## src/common/pcstk_pkg.sv

```systemverilog
// Summary of operation
// - The program counter is 13 bits, addressing 8K words of 14 bits.
// - Each instruction is one word; the fetch path is 14 bits wide.
// - Four pages of 2K words are chosen by the top two counter bits.
// - Sequential increment crosses page boundaries without touching the latch.
// - Address bits above the implemented size are ignored, so fetches wrap.
// - Any reset sets the program counter to zero.
// - Any reset clears the counter high latch to zero.
// - Interrupt acknowledge loads address 4 and leaves the latch alone.
// - Low byte is readable and writable; upper five bits are written only via latch.
// - A low-byte write copies latch bits 4:0 into the counter's upper bits.
// - A jump takes page bits from latch bits 4:3 plus the 11-bit field.
// - A call saves the return address and takes page bits from latch 4:3.
// - Calls and interrupt vectoring both push the counter onto the stack.
// - Return, return-with-literal and interrupt return pop the full counter.
// - Stack is 8 by 13 bits, outside memory spaces, pointer invisible.
// - Pushes and pops leave the counter high latch unchanged.
// - The stack is circular; the ninth push overwrites the first.
// - There is no overflow or underflow flag.
// - Program memory has its own bus, separate from data memory.
// - Jump and call carry an 11-bit target field reaching one 2K page.
// - Small parts ignore latch page bits they cannot use.
package pcstk_pkg;
    localparam int PC_WIDTH = 13;
    localparam int INSTR_WIDTH = 14;
    localparam int TARGET_WIDTH = 11;
    localparam int LATCH_WIDTH = 5;
    localparam int STACK_DEPTH = 8;
    localparam int MEM_WORDS = 8192;
    localparam logic [12:0] RESET_VECTOR = 13'h0000;
    localparam logic [12:0] IRQ_VECTOR = 13'h0004;
    localparam logic [7:0] LATCH_RESET = 8'h00;
    localparam logic [7:0] LOW_RESET = 8'h00;
    localparam logic [1:0] REG_LOW = 2'h0;
    localparam logic [1:0] REG_LATCH = 2'h1;
    localparam logic [1:0] REG_STATE = 2'h2;
    typedef enum logic [2:0] {
        PCSTK_OP_NEXT, PCSTK_OP_JUMP, PCSTK_OP_CALL, PCSTK_OP_RET,
        PCSTK_OP_RETLIT, PCSTK_OP_RETIRQ, PCSTK_OP_HOLD
    } pcstk_op_e;
endpackage

```

## src/common/pcstk_stk_if.sv

```systemverilog
`timescale 1ns/1ps
interface pcstk_stk_if;
    import pcstk_pkg::*;
    logic push;
    logic pop;
    logic [12:0] push_data;
    logic [12:0] top_data;
    modport ctrl (output push, output pop, output push_data, input top_data);
    modport stk (input push, input pop, input push_data, output top_data);
endinterface

```

## src/rtl/pcstk_stack.sv

```systemverilog
`timescale 1ns/1ps
module pcstk_stack
    import pcstk_pkg::*;
#(
    parameter int DEPTH = STACK_DEPTH
) (
    input wire logic clock,
    input wire logic rst_b,
    pcstk_stk_if.stk bus
);
    localparam int PW = $clog2(DEPTH);
    typedef struct packed {
        logic [DEPTH-1:0][12:0] mem;
        logic [PW-1:0] ptr;
    } pcstk_stk_s;
    pcstk_stk_s st_reg, st_next;

    // The pointer simply wraps; no flag reports running off either end.
    always_comb begin
        st_next = st_reg;
        if (bus.push) begin
            st_next.mem[st_reg.ptr] = bus.push_data;
            st_next.ptr = st_reg.ptr + 1'b1;
        end else if (bus.pop) begin
            st_next.ptr = st_reg.ptr - 1'b1;
        end
    end

    always_ff @(posedge clock or negedge rst_b) begin
        if (!rst_b) begin
            st_reg <= '0;
        end else begin
            st_reg <= st_next;
        end
    end

    assign bus.top_data = st_reg.mem[st_reg.ptr - 1'b1];
endmodule // pcstk_stack

```

## src/rtl/pcstk_regs.sv

```systemverilog
`timescale 1ns/1ps
module pcstk_regs
    import pcstk_pkg::*;
(
    input wire logic clock,
    input wire logic rst_b,
    input wire logic [1:0] addr,
    input wire logic [7:0] wdata,
    input wire logic wr,
    input wire logic rd,
    input wire logic [12:0] pc,
    output logic [7:0] rdata,
    output logic [4:0] latch,
    output logic low_wr,
    output logic [7:0] low_wdata
);
    typedef struct packed {
        logic [7:0] rdata;
        logic [4:0] latch;
    } pcstk_reg_s;
    pcstk_reg_s r_reg, r_next;

    always_comb begin
        r_next = r_reg;
        r_next.rdata = 8'h00;
        if (wr && addr == REG_LATCH) begin
            r_next.latch = wdata[4:0];
        end
        if (rd) begin
            if (addr == REG_LOW) begin
                r_next.rdata = pc[7:0];
            end else if (addr == REG_LATCH) begin
                r_next.rdata = {3'h0, r_reg.latch};
            end else begin
                r_next.rdata = 8'h00;
            end
        end
    end

    always_ff @(posedge clock or negedge rst_b) begin
        if (!rst_b) begin
            r_reg <= '{rdata: 8'h00, latch: LATCH_RESET[4:0]};
        end else begin
            r_reg <= r_next;
        end
    end

    assign rdata = r_reg.rdata;
    assign latch = r_reg.latch;
    assign low_wr = wr && addr == REG_LOW;
    assign low_wdata = wdata;
endmodule // pcstk_regs

```

## src/rtl/pcstk_top.sv

```systemverilog
// Local design decisions: the register offsets and the plain strobed port.
`timescale 1ns/1ps
module pcstk_top
    import pcstk_pkg::*;
#(
    parameter int IMPL_WORDS = MEM_WORDS
) (
    input wire logic CLOCK,
    input wire logic RST_B,
    input wire logic STEP,
    input wire logic [2:0] OP,
    input wire logic [10:0] TARGET,
    input wire logic [7:0] LITERAL,
    input wire logic IRQ_ACK,
    input wire logic [1:0] REG_ADDR,
    input wire logic [7:0] REG_WDATA,
    input wire logic REG_WR,
    input wire logic REG_RD,
    output logic [7:0] REG_RDATA,
    output logic [12:0] PMEM_ADDR,
    input wire logic [13:0] PMEM_DATA,
    output logic [13:0] INSTR,
    output logic W_LOAD,
    output logic [7:0] W_DATA
);
    localparam int AW = (IMPL_WORDS <= 1) ? 1 : $clog2(IMPL_WORDS);
    localparam logic [12:0] ADDR_MASK = 13'((1 << AW) - 1);

    typedef struct packed {
        logic [12:0] pc;
        logic [13:0] instr;
        logic w_load;
        logic [7:0] w_data;
    } pcstk_top_s;
    pcstk_top_s s_reg, s_next;

    pcstk_stk_if stk ();
    logic [4:0] latch;
    logic low_wr;
    logic [7:0] low_wdata;
    logic [12:0] pc_inc;
    logic [12:0] page_target;

    pcstk_regs u_regs (
        .clock(CLOCK),
        .rst_b(RST_B),
        .addr(REG_ADDR),
        .wdata(REG_WDATA),
        .wr(REG_WR),
        .rd(REG_RD),
        .pc(s_reg.pc),
        .rdata(REG_RDATA),
        .latch(latch),
        .low_wr(low_wr),
        .low_wdata(low_wdata)
    );

    pcstk_stack #(.DEPTH(STACK_DEPTH)) u_stack (
        .clock(CLOCK),
        .rst_b(RST_B),
        .bus(stk.stk)
    );

    // Small parts drop the latch page bits their memory cannot reach.
    function automatic logic [12:0] wrap(input logic [12:0] a);
        return a & ADDR_MASK;
    endfunction

    assign pc_inc = s_reg.pc + 13'h0001;
    assign page_target = {latch[4:3], TARGET};

    always_comb begin
        stk.push = 1'b0;
        stk.pop = 1'b0;
        stk.push_data = pc_inc;
        s_next = s_reg;
        s_next.w_load = 1'b0;
        if (IRQ_ACK) begin
            // The current counter, not its successor, is what returns.
            stk.push_data = s_reg.pc;
            stk.push = 1'b1;
            s_next.pc = IRQ_VECTOR;
        end else if (low_wr) begin
            s_next.pc = wrap({latch, low_wdata});
        end else if (STEP) begin
            s_next.pc = wrap(pc_inc);
            case (pcstk_op_e'(OP))
                PCSTK_OP_JUMP: begin
                    s_next.pc = wrap(page_target);
                end
                PCSTK_OP_CALL: begin
                    stk.push = 1'b1;
                    s_next.pc = wrap(page_target);
                end
                PCSTK_OP_RET, PCSTK_OP_RETIRQ: begin
                    stk.pop = 1'b1;
                    // Pushed values are unmasked, so a small part wraps here.
                    s_next.pc = wrap(stk.top_data);
                end
                PCSTK_OP_RETLIT: begin
                    stk.pop = 1'b1;
                    s_next.pc = wrap(stk.top_data);
                    s_next.w_load = 1'b1;
                    s_next.w_data = LITERAL;
                end
                PCSTK_OP_HOLD: begin
                    s_next.pc = s_reg.pc;
                end
                default: begin
                end
            endcase
        end
        // The fetch bus is separate, so a fetch happens every cycle.
        s_next.instr = PMEM_DATA;
    end

    always_ff @(posedge CLOCK or negedge RST_B) begin
        if (!RST_B) begin
            s_reg <= '{pc: RESET_VECTOR, instr: 14'h0000, w_load: 1'b0,
                       w_data: 8'h00};
        end else begin
            s_reg <= s_next;
        end
    end

    assign PMEM_ADDR = s_reg.pc;
    assign INSTR = s_reg.instr;
    assign W_LOAD = s_reg.w_load;
    assign W_DATA = s_reg.w_data;
endmodule // pcstk_top

```

## config.mk

```make
export PLATFORM = sky130hd
export DESIGN_NAME = pcstk_top
export DESIGN_NICKNAME = d
export VERILOG_FILES = /design/src/common/pcstk_pkg.sv /design/src/common/pcstk_stk_if.sv /design/src/rtl/pcstk_stack.sv /design/src/rtl/pcstk_regs.sv /design/src/rtl/pcstk_top.sv
export SDC_FILE = /design/constraint.sdc
export NUM_CORES = 1
export LEC_CHECK = 0
export CAP_MARGIN = 20
export CORE_UTILIZATION = 30
export DETAILED_ROUTE_END_ITERATION = 12
export DONT_BUFFER_PORTS = 1
export SYNTH_ARGS = -nofsm -noshare
export SYNTH_HDL_FRONTEND = slang
export SYNTH_SLANG_ARGS = --single-unit
```

## constraint.sdc

```tcl
create_clock -name CLOCK -period 3.3 [get_ports CLOCK]
set_clock_uncertainty 0.05 [all_clocks]
set_input_delay 0.825 -clock CLOCK [delete_from_list [all_inputs] [get_ports CLOCK]]
set_output_delay 0.825 -clock CLOCK [all_outputs]
set_load 0.02 [all_outputs]
```

==> summary.txt <==
Run status
  • Outcome: complete, no violations

Finish
  • Fraction of final layout cells sized beyond drive strength 1: 14.90%
  • Fin util: 34.09%
  • Synth-to-layout area growth: 11.68%
  • Antenna fix cells: 0
  • Final net count: 714
  • Fin cells: 995
  • Final instance area: 0.008267 mm2
  • Max FFs per register: 107

Global routing
  • Grt ovf: 0
  • First-pass GRT wire length: 27800 um
  • Vias in the first global route: 4875
  • Gr usage total: 14.00%
  • Number of antenna violations at the first check in global routing: 0
  • Largest net degree at the start of global routing: 157

Critical path
  • Crit path arrival time: 2.79 ns
  • Critical path class: reg2reg
  • Worst-path fanout max: 8
  • Setup crit end kind: register
  • CP endpoint: u_stack.st_reg[91]
  • Worst R2R Setup Slack: 0.73 ns
  • Critical Path RT: 3.52 ns
  • Critical path launch point: PMEM_ADDR[1]
  • Worst path max stage delay: 0.62 ns
  • CP max stage cell: xnor2_1
  • Worst r2r path cells: 6
  • Critical R2R Launch: PMEM_ADDR[1]
  • Startpoint Class: register
  • R2R Path End: u_stack.st_reg[91]
  • CP Cell Sequence: ha_1 -> and4_1 -> nand2_1 -> nor3_1 -> xnor2_1 -> o21ai_0

Timing
  • Setup WS post-layout: 0.7310 ns
  • Post-route minimum period: 2.569 ns
  • Worst Tran Pin Value: 0.7694 ns
  • RSZ-0062 raised after global routing: no
  • Setup TNS: 0 ns
  • Crit share post-route: 77.85%
  • Fin. Hold Viols: 0
  • Fmax achieved: 389.3 MHz
  • Rel. slew slack: 48.34%
  • Slew Viols, Final: 0
  • Hold WS: 0.03760 ns
  • Final Setup Violations: 0

Clock tree
  • CTS Root Cell: clkbuf_16
  • Worst skew pair latency: 0.43 ns
  • Hold_buf cts: 0
  • Clock tree sinks: 156
  • Post-CTS setup buffer count: 0
  • CTS HTree Levels: 4
  • CTS tree: yes
  • Resized cells post-CTS: 0
  • Clock slew at reported path FFs: 0.07 ns
  • CTS Buffer Depth: 2
  • CTS buffer count: 17

Power and ir drop
  • P_sw: 2.646 mW
  • Int Power: 5.103 mW
  • Peak supply drop: 0.3927 mV
  • Pwr dens: 937.4 mW/mm2
  • Clock group share of total power: 26.6%
  • Comb pwr share: 32.4%
  • Switch share: 34.15%
  • Power Total: 7.749 mW
  • Leakage: 3.438 nW
  • Flop pwr share: 41.0%

Routing
  • Routed wl met2: 8138 um
  • DRT iter0 DRCs: 338
  • Overall routed net length: 17060 um
  • Post-route ant nets: 0
  • Max Used Layer: met4
  • M1 WL: 7752 um
  • Via/cell ratio: 5.055
  • Routed via count: 5030
  • TritonRoute pass-1 iters: 5
  • Met3 routed WL: 994 um
  • DRC: 0
  • Routed len/inst: 17.15 um

Synthesis
  • Dominant synthesized flop cell: dfrtp_1
  • Post-Syn Instances: 674
  • Async SR Flop Fraction: 100.0%
  • Flops & latches, synth: 156
  • Post-synth EDFFs: 0
  • Synth warn: 0
  • Distinct cells, synth: 62
  • Syn_area_per_cell: 10.98 um2
  • Sequential share of the synthesized area: 52.74%
  • Post-Syn Area: 0.007402 mm2
  • Post-synth net total: 729

Floorplanning
  • Num ports: 96
  • Std-Cell Rows: 57
  • Area of the die: 0.02531 mm2
  • CORE AREA: 0.02425 mm2
  • Die Span Y: 159.1 um
  • Die extent in x: 159.1 um
  • Initial core utilization: 30.53%

Run
  • MaxCap Viol Count: 0

Placement
  • Post-DP HPWL: 11420 um
  • Post-DP Area: 0.007644 mm2
  • Pre-CTS setup slack: 0.6484 ns
  • Placed cells: 964
  • RePlAce Congestion: 0.8491
  • Port bufs: 0

Min path
  • Worst Hold Class: in2async
Yosys cell counts, types with 6 or more instances:
master	count	area, um2
inv_1	7	26.28
a22o_1	6	52.55
o21ai_0	39	195.2
buf_6	10	112.6
buf_2	20	100.1
xor2_1	6	52.55
mux2_4	8	120.1
clkbuf_1	10	37.54
dfrtp_1	156	3904
xnor2_1	17	148.9
o21ai_1	18	90.09
mux4_2	26	585.6
a21oi_1	71	355.3
nand2_1	83	311.6
nor2_1	71	266.5
nor3_1	6	30.03
mux2i_1	16	160.2
critical path, delay by kind of cell (launching register included):
kind	cells	cell delay (ns)
xor gates and xnor gates	1	0.62
AOI/OAI and AO/OA	1	0.20
DFF	1	0.56
and+or+nand+nor	3	0.62
adders and majority gates	1	0.35
cell usage in the layout (no fill, tap or decap), types with 4 or more instances in the layout:
master       n
o21ai_1     18
buf_4       12
xnor2_1     17
nand2b_1     4
o221ai_1     4
clkbuf_16   17
dfrtp_1    155
a21oi_1     71
mux2i_1     16
nor2_1      71
nand2_1     83
and3_1       4
a221oi_1     4
a22o_1       6
mux2_4       8
xor2_1       6
mux4_2      26
nand3b_1     5
nor3_1       6
o21ai_0     39
nor2b_1      4
a2111oi_0    5
nand3_1      5
a22oi_1      4
mux2_2       5
nor3_2       4
inv_1        7
final cells by class:
class | instances | area (um2)
sequential | 156 | 3905
clock inverter | 11 | 156.4
tap | 324 | 405.4
timing repair buffer | 14 | 130.1
clock buffer | 20 | 466.7
multi-input combinational | 463 | 3177
inverter | 7 | 26.28
fill | 2419 | 15980
power groups by stage:
stage | sequential (mW) | combinational (mW) | clock [mW]
floorplan | 3.02 | 2.07 | 0
global placement | 3.19 | 2.49 | 0
detailed placement | 3.21 | 2.53 | 0
CTS | 3.18 | 2.54 | 2.11
global route | 3.27 | 2.78 | 2.19
finish | 3.18 | 2.51 | 2.06
worst min-delay path by stage:
| stage | from | endpoint | slack [ns] | cells after the start |
|---|---|---|---|---|
| after detailed placement | u_stack.st_reg[61] | u_stack.st_reg[61] | 0.42 | 2 |
| after floorplan | u_stack.st_reg[88] | u_stack.st_reg[88] | 0.39 | 2 |
| after CTS | RST_B | u_stack.st_reg[2] | 0.03 | 0 |
| after global placement | u_stack.st_reg[88] | u_stack.st_reg[88] | 0.41 | 2 |
| after global routing | RST_B | PMEM_ADDR[0] | 0.01 | 0 |
| final | RST_B | PMEM_ADDR[0] | 0.04 | 0 |
cells by family (layout without fill, tap and decap cells):
logic type | after synthesis | in the layout | synth area share (%)
DFF | 156 | 156 | 52.74
xor gates and xnor gates | 24 | 24 | 2.941
and+or+nand+nor | 213 | 213 | 13.64
muxes | 55 | 55 | 12.46
buffers and inverters | 55 | 52 | 4.412
AOI/OAI and AO/OA | 168 | 168 | 13.30
adders and majority gates | 3 | 3 | 0.5072
per-layer routing:
layer  up-vias  GRT usage (%)
met5         -              0
met4         0          3.453
met3        20          3.959
met2       133          22.39
met1      2514          18.73
li1       2363              -
No activity file was read; power rests on OpenSTA's default activity.
